$ cat config.mk
export PLATFORM = sky130hd
export DESIGN_NAME = wireless_rx_protection_control
export DESIGN_NICKNAME = d
export VERILOG_FILES = /design/src/design/rx_protect_pkg.sv /design/src/design/wireless_rx_protection_control.sv
export VERILOG_INCLUDE_DIRS = /design/src /design/src/design
export SDC_FILE = /design/constraint.sdc
export NUM_CORES = 1
export LEC_CHECK = 0
export BUFFER_PORTS_ARGS = -buffer_cell sky130_fd_sc_hd__buf_4
export CAP_MARGIN = 5
export CORE_UTILIZATION = 50
export CTS_CLUSTER_SIZE = 14
export DETAILED_ROUTE_END_ITERATION = 7
export PLACE_DENSITY_LB_ADDON = 0.1
export RECOVER_POWER = 25
export SYNTH_ARGS = -nofsm -noshare
export SYNTH_HDL_FRONTEND = slang
export SYNTH_SLANG_ARGS = --single-unit
$ cat constraint.sdc
create_clock -name clk -period 9.93 [get_ports clk]
set_input_delay 0.993 -clock clk [delete_from_list [all_inputs] [get_ports clk]]
set_output_delay 0.993 -clock clk [all_outputs]
set_load 0.03 [all_outputs]
$ cat src/design/rx_protect_map.svh
/*
 * register indices, field positions, reset values and timing figures of the
 * receiver control block.
 * assumes a 10 MHz clock and ADC codes of 9.766 mV per step.
 */
`ifndef RX_PROTECT_MAP_SVH
`define RX_PROTECT_MAP_SVH
// register indices, byte address is four times the index
`define IDX_CTRL 8'h04
`define IDX_EPT 8'h05
`define IDX_FLAGS 8'h06
`define IDX_STATUS 8'h07
`define IDX_COILRES 8'h14
`define IDX_OPTION 8'h15
`define IDX_OFFSET 8'h18
`define IDX_VOUT 8'h1D
`define IDX_HOTSEL 8'h1F
`define IDX_DROPOUT 8'h21
`define IDX_LIGHT 8'h22
`define IDX_IOUT_LO 8'h30
`define IDX_IOUT_HI 8'h31
`define IDX_VBAT_LO 8'h32
`define IDX_VBAT_HI 8'h33
`define IDX_RECTIFIED_RAIL_LO 8'h34
`define IDX_RECTIFIED_RAIL_HI 8'h35
`define IDX_POWER 8'h40
// reset values
`define RST_OPTION 5'h12
`define RST_COILRES 6'h16
`define RST_OFFSET 4'h2
`define RST_VOUT 8'h7F
// control and option bit positions
`define CTRL_FORCE_LDO_ON 0
`define CTRL_FORCE_LDO_OFF 2
`define CTRL_FORCE_TRACK_OFF 4
`define OPT_TRACK_EN 0
`define OPT_TEMP_EPT_EN 1
`define OPT_COLD_EN 2
`define OPT_OV1_EPT_EN 3
`define EPT_HOST_EN 7
// event flag positions
`define FLAG_STARTUP 1
`define FLAG_SHORT 2
`define FLAG_OCP 3
`define FLAG_OV2 4
`define FLAG_OV1 5
`define FLAG_OTP 6
`define FLAG_TEMP 7
// headroom codes, 9.766 mV steps
`define LIGHT_CODE_0 11'h0CD
`define LIGHT_CODE_1 11'h100
`define LIGHT_CODE_2 11'h066
`define LIGHT_CODE_3 11'h033
`define DROP_CODE_0 11'h014
`define DROP_CODE_1 11'h01D
`define DROP_CODE_2 11'h025
`define DROP_CODE_3 11'h00F
// thermistor resistance codes, 0.488 kOhm steps
`define HOT_CODE_0 10'h02E
`define HOT_CODE_1 10'h038
`define HOT_CODE_2 10'h044
`define HOT_CODE_3 10'h05F
`define COLD_CODE 10'h2F4
// strap detection window, 0.15 V to 1.15 V
`define STRAP_LO_CODE 10'h00F
`define STRAP_HI_CODE 10'h075
// uplink packet headers and default end reason
`define HDR_EPT 8'h02
`define HDR_CE 8'h03
`define HDR_POWER 8'h04
`define EPT_REASON 8'h03
// timing
`define CLK_KHZ 10000
`define CLAMP_HOLD_MS 200
`define BIT_PERIOD_US 500
`define CE_PERIOD_MS 250
`define CE_FAST_MS 50
`endif

$ cat src/design/rx_protect_pkg.sv
/*
 * types shared by the receiver control block.
 * assumes nothing of its surroundings.
 */
package rx_protect_pkg;
	// synchronised analog comparator and pin levels
	typedef struct packed {
		logic biasOk;
		logic ovOne;
		logic ovTwo;
		logic overCur;
		logic outShort;
		logic dieHot;
		logic regEnable_n;
	} protIn_t;
	// converter channels
	typedef enum logic [2:0] {CH_RECTIFIED_RAIL, CH_IOUT, CH_THERM, CH_OFFSET_STRAP, CH_COIL_STRAP} adcCh_t;
	// control sequence
	typedef enum logic [1:0] {ST_OFF, ST_STRAP_OFS, ST_STRAP_COIL, ST_RUN} ctlState_t;
endpackage

$ cat src/design/wireless_rx_protection_control.sv
/*
 * control of a wireless power receiver: start-up and shutdown, strap
 * configuration, regulator enable, protections, uplink packets, registers.
 * assumes analog comparator levels on pins, an ADC on the same clock with a
 * req/done handshake, an AXI4-Lite master, and an external 10 MHz clock.
 */
// Local design decisions: the register addresses and the AXI4-Lite register port.
// Functional notes
// bias rail good starts control and reporting
// bias rail lost forces shutdown
// regulator on at target plus headrooms
// uplink by switching both modulation switches
// overcurrent drives clamp and interrupts host
// overcurrent limits current and sends end packet
// level one clamps, end packet or faster CE
// level two sends end packet, hard cutoff
// clamp pin held low 200ms per overvoltage
// output below 1V switches regulator off
// thermistor against four hot thresholds, end packet
// enabled cold protection below zero, end packet
// temperature end packet needs its enable
// die at 150C sends end packet
// tracking makes target follow battery pin
// host port address 0x60, one-byte index
// regulator enable pin active low
// 10bit ADC gives received power report
// ADC samples thermistor/battery pin for both uses
// strap current on, offset pin window check
// strap results to params, current stops
// coil pin sets coil param, offset pin offset
// reading event flags clears them
// each event sets flag, interrupt until read
// end packet goes first at next slot
`timescale 1ns/10ps
`include "rx_protect_map.svh"
module wireless_rx_protection_control
	import rx_protect_pkg::*;
#(
	parameter int CLAMP_CYCLES = `CLAMP_HOLD_MS * `CLK_KHZ,
	parameter int BIT_CYCLES = `BIT_PERIOD_US * `CLK_KHZ / 1000,
	parameter int CE_CYCLES = `CE_PERIOD_MS * `CLK_KHZ,
	parameter int CE_FAST_CYCLES = `CE_FAST_MS * `CLK_KHZ
)
(
	// clock and reset
	input wire logic clk,
	input wire logic srst,
	// analog levels and enable pin, asynchronous
	input protIn_t protRaw,
	// converter handshake
	output logic adcReq,
	output adcCh_t adcChannel,
	input wire logic adcDone,
	input wire logic [9:0] adcResult,
	// analog controls
	output logic rectEnable,
	output logic ldoEnable,
	output logic currentLimit,
	output logic hardCutoff,
	output logic strapCurrentEn,
	output logic [9:0] voutTarget,
	// open-drain pins
	output logic clampOut,
	output logic clampOe_n,
	output logic [1:0] loadModOut,
	output logic [1:0] loadModOe_n,
	// host interrupt
	output logic hostIrq,
	// AXI4-Lite slave
	input wire logic awvalid,
	output logic awready,
	input wire logic [31:0] awaddr,
	input wire logic wvalid,
	output logic wready,
	input wire logic [31:0] wdata,
	input wire logic [3:0] wstrb,
	output logic bvalid,
	input wire logic bready,
	output logic [1:0] bresp,
	input wire logic arvalid,
	output logic arready,
	input wire logic [31:0] araddr,
	output logic rvalid,
	input wire logic rready,
	output logic [31:0] rdata,
	output logic [1:0] rresp
);
	// headroom lookups
	function automatic logic [10:0] lightCode(input logic [1:0] s);
		return (s == 2'h0) ? `LIGHT_CODE_0 : (s == 2'h1) ? `LIGHT_CODE_1 :
			(s == 2'h2) ? `LIGHT_CODE_2 : `LIGHT_CODE_3;
	endfunction
	function automatic logic [10:0] dropCode(input logic [1:0] s);
		return (s == 2'h0) ? `DROP_CODE_0 : (s == 2'h1) ? `DROP_CODE_1 :
			(s == 2'h2) ? `DROP_CODE_2 : `DROP_CODE_3;
	endfunction
	// byte address check, bits 31 to 10 must be zero
	function automatic logic addrOk(input logic [31:0] a);
		return a[31:10] == 22'h0;
	endfunction

	protIn_t protMeta_q, protLvl_q, prevLvl_q; // two-stage sync, then edge history
	ctlState_t state_q; // control sequence
	logic adcReq_q; // converter request held to done
	adcCh_t adcCh_q; // channel being converted
	logic [1:0] rrCh_q; // run-time channel rotation
	logic [9:0] vrectCode_q, ioutCode_q, thermCode_q, ofsStrap_q; // last samples
	logic thermValid_q; // thermistor sampled since run
	logic [19:0] power_q; // received power product
	logic strapMode_q, strapCur_q; // strap configuration mode, current source
	logic [4:0] ctrl_q; // force bits
	logic [7:0] ept_q; // end message and host enable
	logic [7:0] flags_q; // sticky event flags
	logic [5:0] coilRes_q; // coil resistance parameter
	logic [4:0] option_q; // option bits
	logic [3:0] offset_q; // power offset parameter
	logic [7:0] vout_q; // programmed output
	logic [1:0] hotSel_q, dropSel_q, lightSel_q; // threshold selects
	logic ldoOn_q, ldoEn_q, hotPrev_q, coldPrev_q; // regulator latch, output, temp history
	logic [21:0] clampCnt_q; // clamp hold counter
	logic clampOn_q; // clamp pin drive
	logic eptPend_q; // end packet queued
	logic [12:0] bitDiv_q; // uplink bit divider
	logic [21:0] pktTimer_q; // packet slot timer
	logic [15:0] txShift_q; // packet bits, msb first
	logic [4:0] txBits_q; // bits left in packet
	logic ceNext_q; // alternate control error and power
	logic modOn_q; // modulation switches closed

	// shared decoded conditions
	wire run = state_q == ST_RUN;
	wire tracking = option_q[`OPT_TRACK_EN] & ~ctrl_q[`CTRL_FORCE_TRACK_OFF];
	wire [10:0] startLevel = {1'b0, voutTarget} + lightCode(lightSel_q) + dropCode(dropSel_q);
	wire vrectHigh = {1'b0, vrectCode_q} >= startLevel;
	wire [9:0] hotCode = (hotSel_q == 2'h0) ? `HOT_CODE_0 : (hotSel_q == 2'h1) ? `HOT_CODE_1 :
		(hotSel_q == 2'h2) ? `HOT_CODE_2 : `HOT_CODE_3;
	wire hotLvl = run & thermValid_q & ~tracking & (thermCode_q <= hotCode);
	wire coldLvl = run & thermValid_q & ~tracking & option_q[`OPT_COLD_EN]
		& (thermCode_q >= `COLD_CODE);
	wire strapInWindow = (adcResult >= `STRAP_LO_CODE) & (adcResult <= `STRAP_HI_CODE);
	// protection events, rising edges of synchronised levels, start event on bias good while off
	wire evStart = (state_q == ST_OFF) & protLvl_q.biasOk;
	wire evOv1 = run & protLvl_q.ovOne & ~prevLvl_q.ovOne;
	wire evOv2 = run & protLvl_q.ovTwo & ~prevLvl_q.ovTwo;
	wire evOcp = run & protLvl_q.overCur & ~prevLvl_q.overCur;
	wire evShort = run & protLvl_q.outShort & ~prevLvl_q.outShort;
	wire evOtp = run & protLvl_q.dieHot & ~prevLvl_q.dieHot;
	wire evTemp = (hotLvl & ~hotPrev_q) | (coldLvl & ~coldPrev_q);
	// end packet requests per source
	wire eptOther = evOcp | evOv2 | evOtp | (evOv1 & option_q[`OPT_OV1_EPT_EN]);
	wire eptTemp = evTemp & option_q[`OPT_TEMP_EPT_EN];
	wire ceFast = protLvl_q.ovOne & ~option_q[`OPT_OV1_EPT_EN];
	// uplink slot start, end packet may go at once when idle
	wire txIdle = txBits_q == 5'h0;
	wire txStart = run & txIdle & (eptPend_q | (pktTimer_q == 22'h0));
	wire [7:0] eptPayload = ept_q[`EPT_HOST_EN] ? {1'b0, ept_q[6:0]} : `EPT_REASON;
	wire [10:0] ceDiff = startLevel - {1'b0, vrectCode_q};
	// AXI bus
	logic awHave_q, wHave_q, awOk_q, wLane0_q, bvalid_q, rvalid_q;
	logic [7:0] awIdx_q;
	logic [7:0] wData_q;
	logic [1:0] bresp_q, rresp_q;
	logic [31:0] rdata_q;
	logic [31:0] rdMux;
	logic rdHit;
	wire [7:0] arIdx = araddr[9:2];
	wire arTake = arvalid & arready;
	wire doWrite = awHave_q & wHave_q & ~bvalid_q;
	wire wrHit = awOk_q & ((awIdx_q == `IDX_CTRL) | (awIdx_q == `IDX_EPT) |
		(awIdx_q == `IDX_COILRES) | (awIdx_q == `IDX_OPTION) | (awIdx_q == `IDX_OFFSET) |
		(awIdx_q == `IDX_VOUT) | (awIdx_q == `IDX_HOTSEL) | (awIdx_q == `IDX_DROPOUT) |
		(awIdx_q == `IDX_LIGHT));
	wire wrGo = doWrite & wrHit & wLane0_q;
	wire rdFlags = arTake & addrOk(araddr) & (arIdx == `IDX_FLAGS);
	logic [7:0] flagSet;

	// pin and analog level synchronisers, edge history
	always_ff @(posedge clk)
	begin
		if (srst)
		begin
			protMeta_q <= '0;
			protLvl_q <= '0;
			prevLvl_q <= '0;
		end
		else
		begin
			protMeta_q <= protRaw;
			protLvl_q <= protMeta_q;
			prevLvl_q <= protLvl_q;
		end
	end

	// start-up, strap configuration and shutdown sequence
	always_ff @(posedge clk)
	begin
		if (srst || !protLvl_q.biasOk)
		begin
			state_q <= ST_OFF;
			strapCur_q <= 1'b0;
		end
		else
			case (state_q)
				ST_OFF:
				begin
					state_q <= ST_STRAP_OFS;
					strapCur_q <= 1'b1;
				end
				ST_STRAP_OFS:
					if (adcDone && adcReq_q)
					begin
						// offset pin first, window selects strap mode
						state_q <= strapInWindow ? ST_STRAP_COIL : ST_RUN;
						strapCur_q <= strapInWindow;
					end
				ST_STRAP_COIL:
					if (adcDone && adcReq_q)
					begin
						state_q <= ST_RUN;
						strapCur_q <= 1'b0;
					end
				default:
					state_q <= ST_RUN;
			endcase
	end

	// converter requests, held until done
	always_ff @(posedge clk)
	begin
		if (srst || !protLvl_q.biasOk)
		begin
			adcReq_q <= 1'b0;
			adcCh_q <= CH_RECTIFIED_RAIL;
			rrCh_q <= 2'h0;
		end
		else if (adcReq_q)
		begin
			if (adcDone)
			begin
				adcReq_q <= 1'b0;
				if (run)
					rrCh_q <= (rrCh_q == 2'h2) ? 2'h0 : rrCh_q + 2'h1;
			end
		end
		else if (state_q != ST_OFF)
		begin
			adcReq_q <= 1'b1;
			// strap pins during configuration, then rail, current, thermistor
			if (state_q == ST_STRAP_OFS)
				adcCh_q <= CH_OFFSET_STRAP;
			else if (state_q == ST_STRAP_COIL)
				adcCh_q <= CH_COIL_STRAP;
			else
				adcCh_q <= adcCh_t'({1'b0, rrCh_q});
		end
	end

	// converter results and received power
	always_ff @(posedge clk)
	begin
		if (srst)
		begin
			vrectCode_q <= 10'h000;
			ioutCode_q <= 10'h000;
			thermCode_q <= 10'h000;
			ofsStrap_q <= 10'h000;
			thermValid_q <= 1'b0;
			power_q <= 20'h00000;
			strapMode_q <= 1'b0;
		end
		else
		begin
			if (adcReq_q && adcDone)
				case (adcCh_q)
					CH_RECTIFIED_RAIL: vrectCode_q <= adcResult;
					CH_IOUT: ioutCode_q <= adcResult;
					CH_THERM: thermCode_q <= adcResult;
					CH_OFFSET_STRAP: ofsStrap_q <= adcResult;
					default: ofsStrap_q <= ofsStrap_q;
				endcase
			if (adcReq_q && adcDone && adcCh_q == CH_THERM)
				thermValid_q <= 1'b1;
			else if (!run)
				thermValid_q <= 1'b0;
			power_q <= vrectCode_q * ioutCode_q;
			if (state_q == ST_STRAP_OFS && adcReq_q && adcDone)
				strapMode_q <= strapInWindow;
		end
	end

	// software registers, strap results load the parameters
	always_ff @(posedge clk)
	begin
		if (srst)
		begin
			ctrl_q <= 5'h00;
			ept_q <= 8'h00;
			coilRes_q <= `RST_COILRES;
			option_q <= `RST_OPTION;
			offset_q <= `RST_OFFSET;
			vout_q <= `RST_VOUT;
			hotSel_q <= 2'h0;
			dropSel_q <= 2'h0;
			lightSel_q <= 2'h0;
		end
		else if (state_q == ST_STRAP_COIL && adcReq_q && adcDone)
		begin
			// coil pin to coil param, offset pin to offset, scaled by 5/8 and 5/16
			coilRes_q <= 6'(({3'h0, adcResult} * 13'h0005) >> 3);
			offset_q <= 4'(({3'h0, ofsStrap_q} * 13'h0005) >> 4);
		end
		else if (wrGo)
		begin
			if (awIdx_q == `IDX_CTRL)
				ctrl_q <= wData_q[4:0];
			else if (awIdx_q == `IDX_EPT)
				ept_q <= wData_q;
			else if (awIdx_q == `IDX_COILRES)
				coilRes_q <= wData_q[5:0];
			else if (awIdx_q == `IDX_OPTION)
				option_q <= wData_q[4:0];
			else if (awIdx_q == `IDX_OFFSET)
				offset_q <= wData_q[3:0];
			else if (awIdx_q == `IDX_VOUT)
				vout_q <= wData_q;
			else if (awIdx_q == `IDX_HOTSEL)
				hotSel_q <= wData_q[1:0];
			else if (awIdx_q == `IDX_DROPOUT)
				dropSel_q <= wData_q[1:0];
			else
				lightSel_q <= wData_q[1:0];
		end
	end

	// event flags: set wins over the read clear
	assign flagSet[0] = 1'b0;
	assign flagSet[`FLAG_STARTUP] = evStart;
	assign flagSet[`FLAG_SHORT] = evShort;
	assign flagSet[`FLAG_OCP] = evOcp;
	assign flagSet[`FLAG_OV2] = evOv2;
	assign flagSet[`FLAG_OV1] = evOv1;
	assign flagSet[`FLAG_OTP] = evOtp;
	assign flagSet[`FLAG_TEMP] = evTemp;
	always_ff @(posedge clk)
	begin
		if (srst)
			flags_q <= 8'h00;
		else
			flags_q <= (rdFlags ? 8'h00 : flags_q) | flagSet;
	end
	assign hostIrq = flags_q != 8'h00;

	// regulator, clamp and cutoff
	always_ff @(posedge clk)
	begin
		if (srst)
		begin
			ldoOn_q <= 1'b0;
			ldoEn_q <= 1'b0;
			clampCnt_q <= 22'h0;
			clampOn_q <= 1'b0;
			hotPrev_q <= 1'b0;
			coldPrev_q <= 1'b0;
		end
		else
		begin
			hotPrev_q <= hotLvl;
			coldPrev_q <= coldLvl;
			if (!run || protLvl_q.outShort || protLvl_q.ovTwo)
				ldoOn_q <= 1'b0;
			else if (vrectHigh)
				ldoOn_q <= 1'b1;
			// enable pin high blocks the regulator, forces as programmed
			ldoEn_q <= run & ~protLvl_q.regEnable_n & ~protLvl_q.outShort
				& ~ctrl_q[`CTRL_FORCE_LDO_OFF]
				& (ldoOn_q | ctrl_q[`CTRL_FORCE_LDO_ON]);
			if (evOv1 || evOv2)
				clampCnt_q <= 22'(CLAMP_CYCLES);
			else if (clampCnt_q != 22'h0)
				clampCnt_q <= clampCnt_q - 22'h1;
			clampOn_q <= (clampCnt_q != 22'h0) | (run & protLvl_q.overCur);
		end
	end
	assign ldoEnable = ldoEn_q;
	assign clampOut = 1'b0;
	assign clampOe_n = ~clampOn_q;
	assign currentLimit = run & protLvl_q.overCur;
	assign hardCutoff = run & protLvl_q.ovTwo;
	assign rectEnable = state_q != ST_OFF;
	assign strapCurrentEn = strapCur_q;
	assign voutTarget = tracking ? thermCode_q : {vout_q, 2'b00};
	assign adcReq = adcReq_q;
	assign adcChannel = adcCh_q;

	// end packet queue: a new request wins over the start that takes it
	always_ff @(posedge clk)
	begin
		if (srst || !run)
			eptPend_q <= 1'b0;
		else
			eptPend_q <= (eptPend_q & ~txStart) | eptOther | eptTemp;
	end

	// uplink packet sender, two bytes shifted out msb first
	always_ff @(posedge clk)
	begin
		if (srst || !run)
		begin
			bitDiv_q <= 13'h0;
			pktTimer_q <= 22'h0;
			txShift_q <= 16'h0;
			txBits_q <= 5'h0;
			ceNext_q <= 1'b1;
			modOn_q <= 1'b0;
		end
		else
		begin
			if (txStart)
			begin
				pktTimer_q <= ceFast ? 22'(CE_FAST_CYCLES - 1) : 22'(CE_CYCLES - 1);
				bitDiv_q <= 13'(BIT_CYCLES - 1);
				txBits_q <= 5'h10;
				if (eptPend_q)
					txShift_q <= {`HDR_EPT, eptPayload};
				else if (ceNext_q || ceFast)
					txShift_q <= {`HDR_CE, ceDiff[10] ? 8'h00 : ceDiff[7:0]};
				else
					txShift_q <= {`HDR_POWER, power_q[19:12]};
				if (!eptPend_q)
					ceNext_q <= ~ceNext_q;
			end
			else
			begin
				if (pktTimer_q != 22'h0)
					pktTimer_q <= pktTimer_q - 22'h1;
				if (!txIdle && bitDiv_q == 13'h0)
				begin
					bitDiv_q <= 13'(BIT_CYCLES - 1);
					txShift_q <= {txShift_q[14:0], 1'b0};
					txBits_q <= txBits_q - 5'h1;
				end
				else if (!txIdle)
					bitDiv_q <= bitDiv_q - 13'h1;
			end
			modOn_q <= ~txIdle & txShift_q[15];
		end
	end
	assign loadModOut = 2'b00;
	assign loadModOe_n = {2{~modOn_q}};

	// read decode
	always_comb
	begin
		rdHit = addrOk(araddr);
		rdMux = 32'h0;
		if (arIdx == `IDX_CTRL)
			rdMux[4:0] = ctrl_q;
		else if (arIdx == `IDX_EPT)
			rdMux[7:0] = ept_q;
		else if (arIdx == `IDX_FLAGS)
			rdMux[7:0] = flags_q;
		else if (arIdx == `IDX_STATUS)
			rdMux[4:0] = {strapMode_q, clampOn_q, ldoEn_q, state_q};
		else if (arIdx == `IDX_COILRES)
			rdMux[5:0] = coilRes_q;
		else if (arIdx == `IDX_OPTION)
			rdMux[4:0] = option_q;
		else if (arIdx == `IDX_OFFSET)
			rdMux[3:0] = offset_q;
		else if (arIdx == `IDX_VOUT)
			rdMux[7:0] = vout_q;
		else if (arIdx == `IDX_HOTSEL)
			rdMux[1:0] = hotSel_q;
		else if (arIdx == `IDX_DROPOUT)
			rdMux[1:0] = dropSel_q;
		else if (arIdx == `IDX_LIGHT)
			rdMux[1:0] = lightSel_q;
		else if (arIdx == `IDX_IOUT_LO)
			rdMux[1:0] = ioutCode_q[1:0];
		else if (arIdx == `IDX_IOUT_HI)
			rdMux[7:0] = ioutCode_q[9:2];
		else if (arIdx == `IDX_VBAT_LO)
			rdMux[1:0] = thermCode_q[1:0];
		else if (arIdx == `IDX_VBAT_HI)
			rdMux[7:0] = thermCode_q[9:2];
		else if (arIdx == `IDX_RECTIFIED_RAIL_LO)
			rdMux[1:0] = vrectCode_q[1:0];
		else if (arIdx == `IDX_RECTIFIED_RAIL_HI)
			rdMux[7:0] = vrectCode_q[9:2];
		else if (arIdx == `IDX_POWER)
			rdMux[19:0] = power_q;
		else
			rdHit = 1'b0;
	end

	// AXI write: address and data taken in either order, response after both
	always_ff @(posedge clk)
	begin
		if (srst)
		begin
			awHave_q <= 1'b0;
			wHave_q <= 1'b0;
			awOk_q <= 1'b0;
			awIdx_q <= 8'h00;
			wData_q <= 8'h00;
			wLane0_q <= 1'b0;
			bvalid_q <= 1'b0;
			bresp_q <= 2'b00;
		end
		else
		begin
			if (awvalid && awready)
			begin
				awHave_q <= 1'b1;
				awIdx_q <= awaddr[9:2];
				awOk_q <= addrOk(awaddr);
			end
			if (wvalid && wready)
			begin
				wHave_q <= 1'b1;
				wData_q <= wdata[7:0];
				wLane0_q <= wstrb[0];
			end
			if (doWrite)
			begin
				awHave_q <= 1'b0;
				wHave_q <= 1'b0;
				bvalid_q <= 1'b1;
				bresp_q <= wrHit ? 2'b00 : 2'b10;
			end
			else if (bvalid_q && bready)
				bvalid_q <= 1'b0;
		end
	end
	assign awready = ~awHave_q & ~bvalid_q;
	assign wready = ~wHave_q & ~bvalid_q;
	assign bvalid = bvalid_q;
	assign bresp = bresp_q;

	// AXI read: one cycle answer, unmapped gives SLVERR
	always_ff @(posedge clk)
	begin
		if (srst)
		begin
			rvalid_q <= 1'b0;
			rdata_q <= 32'h0;
			rresp_q <= 2'b00;
		end
		else if (arTake)
		begin
			rvalid_q <= 1'b1;
			rdata_q <= rdHit ? rdMux : 32'h0;
			rresp_q <= rdHit ? 2'b00 : 2'b10;
		end
		else if (rvalid_q && rready)
			rvalid_q <= 1'b0;
	end
	assign arready = ~rvalid_q;
	assign rvalid = rvalid_q;
	assign rdata = rdata_q;
	assign rresp = rresp_q;
endmodule // wireless_rx_protection_control

==> results of run 1 <==
==> final cells by class <==
class | instances | area, sq um | area share, %
multi-input combinational | 1485 | 10600 | 55.6
clock inverter | 14 | 160 | 0.841
clock buffer | 38 | 842 | 4.42
tap | 442 | 553 | 2.91
inverter | 138 | 518 | 2.72
sequential | 267 | 5350 | 28.1
timing repair buffer | 150 | 1020 | 5.38
==> where the power goes <==
part           internal (mW)  total (mW)  leakage, nW  switching (mW)
Clock                  0.674        1.14        0.490           0.467
Combinational          0.188       0.437         5.64           0.249
Sequential              1.12        1.17         2.16          0.0505
Total                   1.99        2.75         8.29           0.767
==> worst reg2reg max path, stage by stage, from the launching register on <==
cell,delay [ns]
dfxtp_1,0.83
nand2_1,0.18
fa_1,0.53
inv_1,0.05
fa_1,0.49
inv_1,0.06
fa_1,0.52
inv_1,0.05
fa_1,0.47
inv_1,0.05
fa_1,0.47
inv_1,0.04
ha_1,0.23
or3_1,0.34
or3_1,0.31
o211a_1,0.30
a211oi_1,0.29
o21bai_1,0.12
xnor2_1,0.29
nor2_1,0.07
==> sequential cells by signal, summed over array words and instances (netlist names), 13 cells and up <==
register    cells
power_q        20
rdata          20
bitDiv_q       13
clampCnt_q     22
txShift_q      16
pktTimer_q     22
==> logic make-up (layout without fill, tap and decap cells) <==
kind of cell | count (synthesis) | in the layout | synth area share (%)
fa+ha+maj | 188 | 188 | 17.0
other cells | 1 | 17 | 0.0222
buf+inv | 253 | 340 | 6.09
compound gates | 353 | 353 | 13.5
flops | 267 | 267 | 31.7
simple gates | 756 | 756 | 22.0
mux | 83 | 83 | 5.17
xor+xnor | 88 | 88 | 4.57
==> cells in the final DEF (no fill, tap or decap), types with 29 or more instances in the layout <==
master,n
buf_4,123
clkbuf_1,30
fa_1,68
mux2i_1,77
nor2b_1,56
nor2_1,234
and2_1,66
o21ai_0,63
clkbuf_16,31
nor4_1,29
a21oi_1,114
ha_1,120
inv_1,138
nor3_1,44
nand2_1,196
xor2_1,34
xnor2_1,54
dfxtp_1,267
==> final timing paths <==
check | start | to | slack [ns] | cells past startpoint
hold / removal | protMeta_q[6] | protLvl_q[6] | 0.45 | 1
hold reg to reg | protMeta_q[6] | protLvl_q[6] | 0.45 | 1
setup / recovery | vrectCode_q[6] | power_q[19] | 4.08 | 19
setup reg to reg | vrectCode_q[6] | power_q[19] | 4.08 | 19
==> routing by layer <==
| metal | track usage (%) | wire length [microns] |
|---|---|---|
| met5 | 0 | 0 |
| met4 | 8.00 | 1220 |
| met3 | 4.27 | 2980 |
| met2 | 43.4 | 20800 |
| met1 | 37.3 | 21100 |
==> cell usage after synthesis, types with 10 or more instances <==
cell,n,share of area [%]
nor2_1,234,5.2
a211o_1,12,0.62
a22oi_1,23,1.0
fa_1,68,8.1
or3_1,11,0.41
a21o_1,17,0.76
o21a_1,10,0.44
and2_1,66,2.4
or4_1,14,0.62
nand3_1,19,0.56
nand4_1,11,0.41
ha_1,120,8.9
mux2i_1,77,4.6
a21oi_1,114,3.4
nand2b_1,16,0.59
a211oi_1,21,0.93
nor3_1,44,1.3
dfxtp_1,267,32
a221oi_1,13,0.67
xnor2_1,54,2.8
nand2_1,196,4.4
nor2b_1,56,2.1
nor4_1,31,1.1
xor2_1,34,1.8
o21ai_0,63,1.9
buf_4,18,0.80
inv_1,138,3.1
clkbuf_1,85,1.9
==> flow_summary.toml, run 1 <==
[outcome]
status = "finished, violations left"
failed_checks = "capacitance limit, slew limit"

[global_route]
grt_pass1_wl_microns = 73200
grt_pass1_vias = 13600
grt_util_all_layers_pct = 27.1
overflow = 0
grt_max_degree = 94
antenna_found_initial = 0

[clock_tree]
post_cts_resized = 0
cts_buffer_depth = 3
h-tree-depth = 1
clock_latency_ns = 0.59
postCtsSetupBuffers = 0
ctsHoldBuffers = 0
clock_sinks = 267
cts_made_buffers = 30
path_clk_slew_ns = 0.06
cts_tree = "built"
cts-root-buf = "clkbuf_16"

[worst_setup_path]
max_stage_delay_ns = 0.83
path_max_fanout = 13
worst_setup_path_end_kind = "flip-flop"
critPathKind = "reg -> reg"
slowest_stage = "dfxtp_1"
path_buf_inv = 5
cp_data_arrival_time_ns = 6.28
cp_top_family = "adder cells"
crit_required_ns = 10.36
crit_chain = "nand2_1 -> fa_1 -> inv_1 -> fa_1 -> inv_1 -> fa_1 -> inv_1 -> fa_1 -> inv_1 -> fa_1 -> inv_1 -> ha_1 -> or3_1 -> or3_1 -> o211a_1 -> a211oi_1 -> o21bai_1 -> xnor2_1 -> nor2_1"
start_kind = "flip-flop"

[job]
drv_cap = 1

[routing]
routed_wl_microns = 46200
first_iter_violations = 1032
vias_per_cell = 5.66
wl_per_cell_microns = 18.2
drc = 0
first_pass_iters = 5
vias = 14300
ant_nets = 0

[pwr]
power.total_mw = 2.75
ir_worst_vdd_mv = 0.138
p_leak_nw = 8.29
power_density_nw_per_um2 = 145

[layout]
layout.nets = 2385
area_delta_synth_final_pct = 12.8
drive_gt1_share_pct = 9.80
finalNonFillerCells = 2534
antenna_cells = 0
final_util_pct = 57.9
fill_cells = 3094
final_area_sq_um = 19000

[timing]
finalMaxSlewViolations = 94
rsz0062_at_grt = "false"
final-hold-violation-count = 0
fmax_mhz = 171
post-route-min-period_ns = 5.85
finalCritPeriodShare_pct = 58.9
tightest_slew_ns = 4.10
fin_ws_ns = 4.08
skew_ns = 0.0310
fin_hold_ws_ns = 0.450
setup-tns-final_ns = 0
max_slew_margin_pct = -173
setup_viol = 0

[place]
place_congestion = 0.949
dpl.hpwl_microns = 34000
placed_area_sq_um = 18100
pre_cts_ws_ns = 4.15
place_inst = 2482
place.port_buffers = 143

[worst_hold_path]
hold_path.class = "reg -> reg"

[yosys]
yosys.cell_types.count = 78
synth_edf_count = 0
ys_warn_count = 0
synth_cells = 1989
yosysSeqAreaShare_pct = 31.7
synth_seq_cells = 267
ys.flop_type = "dfxtp_1"
syn_area_sq_um = 16900
synth-async-reset-ratio_pct = 0
synth.avg_cell_area_sq_um = 8.48

[die]
rows = 66
fp.dieH_microns = 186
fp.dieArea_sq_um = 34500
io_pins = 192
initial_core_util_pct = 51.3
core_area_sq_um = 32900
die_x_microns = 186
No activity file was read; power rests on OpenSTA's default activity.
==> inputs of run 2 (changes only) <==
- clock period: 9.93 -> 5.5 ns (I/O delays scaled with it)
==> flow_summary.toml, run 2 (synthesis gave the netlist of run 1 again) <==
[outcome]
status = "finished, violations left"
failed_checks = "capacitance limit, slew limit"

[place]
place_congestion = 0.914
dpl.hpwl_microns = 35300
place.port_buffers = 143

[layout]
layout_common_cells = "dfxtp_1, nor2_1, nand2_1"
antenna_cells = 0
layout.nets = 2404
drive_gt1_share_pct = 10.3
final_common_cell = "dfxtp_1"
area_delta_synth_final_pct = 13.4
reg_top3 = "clampCnt_q (22), pktTimer_q (22)"

[die]
io_pins = 192
rows = 66
core_area_sq_um = 32900
initial_core_util_pct = 51.3
fp.dieArea_sq_um = 34500
die_x_microns = 186
fp.dieH_microns = 186

[worst_setup_path]
critPathKind = "reg -> reg"
path_max_fanout = 12
max_stage_delay_ns = 0.55
slowest_stage = "fa_1"
start_kind = "flip-flop"
crit_chain = "buf_4 -> nand2_1 -> fa_1 -> inv_1 -> fa_1 -> ha_1 -> fa_1 -> inv_1 -> fa_1 -> inv_1 -> ha_1 -> or3_1 -> or3_1 -> o211a_1 -> a21bo_2 -> o31ai_1 -> xor2_1 -> nor2_1"
crit_required_ns = 5.91
critPathMostFrequentCell = "fa_1"
cp_data_arrival_time_ns = 5.62
worst_setup_path_end_kind = "flip-flop"

[job]
drv_cap = 1

[global_route]
overflow = 0
grt_max_degree = 99
grt_pass1_wl_microns = 73400
grt_util_all_layers_pct = 27.2
grt_pass1_vias = 13800
antenna_found_initial = 1

[timing]
final-hold-violation-count = 0
post-route-min-period_ns = 5.22
setup-tns-final_ns = 0
tightest_slew_ns = 4.24
max_slew_margin_pct = -182
fmax_mhz = 192
finalMaxSlewViolations = 99
finalCritPeriodShare_pct = 94.8
rsz0062_at_grt = "false"
skew_ns = 0.0167
setup_viol = 0

[routing]
drc = 0
first_pass_iters = 5
vias_per_cell = 5.62
routed_wl_microns = 46200
vias = 14300
first_iter_violations = 963
ant_nets = 0
wl_per_cell_microns = 18.1

[clock_tree]
ctsHoldBuffers = 0
postCtsSetupBuffers = 0
cts-root-buf = "clkbuf_16"
path_clk_slew_ns = 0.06
clock_sinks = 267
cts_tree = "built"
cts_buffer_depth = 3
clock_latency_ns = 0.57
cts_made_buffers = 30
h-tree-depth = 1

[pwr]
p_comb_share_pct = 16.0
ir_worst_vdd_mv = 0.224
clkPwrFrac_pct = 40.6
p_switching_mw = 1.36
pwr-share-seq_pct = 43.4
p_leak_nw = 8.36
power.total_mw = 4.89
p_int_mw = 3.52
swShare_pct = 27.9
power_density_nw_per_um2 = 255

[worst_hold_path]
hold_path.class = "in -> reg"
## run 2: final cells by class
| class | instances | area, sq um |
|---|---|---|
| clock buffers | 41 | 832 |
| inverters | 138 | 518 |
| well taps | 442 | 553 |
| repair buffers | 169 | 1150 |
| fillers | 3140 | 13700 |
| flip-flops and latches | 267 | 5350 |
| clock inverters | 12 | 144 |
| multi-input cells | 1485 | 10600 |
## run 2: power groups by stage
stage / Sequential [mW] / Combinational, mW / Clock [mW]
2_1_floorplan: 2.14 / 0.647 / 0
3_3_place_gp: 2.16 / 0.772 / 0
3_5_place_dp: 2.16 / 0.784 / 0
4_1_cts: 2.12 / 0.788 / 2.01
5_1_grt: 2.13 / 0.880 / 2.10
6_report: 2.12 / 0.784 / 1.98
## run 2: worst max-delay path, delay by kind of cell (launching register included)
family / cells / cell delay (ns)
simple gates: 4 / 0.85
xor+xnor: 1 / 0.19
flops: 1 / 0.33
fa+ha+maj: 6 / 2.55
compound gates: 3 / 0.71
buf+inv: 4 / 0.40
## run 2: stage by stage
step           hold WS, ns  worst slack [ns]  cell area, sq um  cells  utilization [%]
6_report             0.167             0.285             19100   2554             58.2
5_1_grt              0.146            0.0556             19100   2554             58.2
4_1_cts              0.146             0.219             19300   2554             58.6
3_5_place_dp         0.422             0.220             18300   2501             55.6
3_3_place_gp         0.429             0.271             18300   2501             55.6
2_1_floorplan        0.414             0.228             16900   2005                -
## run 2: metal layers
layer / GRT usage [%] / wire (microns) / vias to the layer above
li1: - / - / 6978
met1: 37.3 / 21200 / 6831
met2: 43.3 / 20400 / 447
met3: 4.66 / 3120 / 90
met4: 8.52 / 1470 / 2
met5: 0 / 8 / -
## run 2: repair_timing
action | in CTS | in global routing
endpoints found under the hold margin | 0 | 0
resized for setup | 0 | 1
setup endpoints to repair | 0 | 2
## run 2: path summary, 6_finish.rpt
kind | from | end | slack (ns) | cells after the start
max | vrectCode_q[6] | power_q[15] | 0.28 | 18
min | rready | rvalid | 0.17 | 2
max reg2reg | vrectCode_q[6] | power_q[15] | 0.28 | 18
min reg2reg | txShift_q[15] | txShift_q[15] | 0.45 | 2
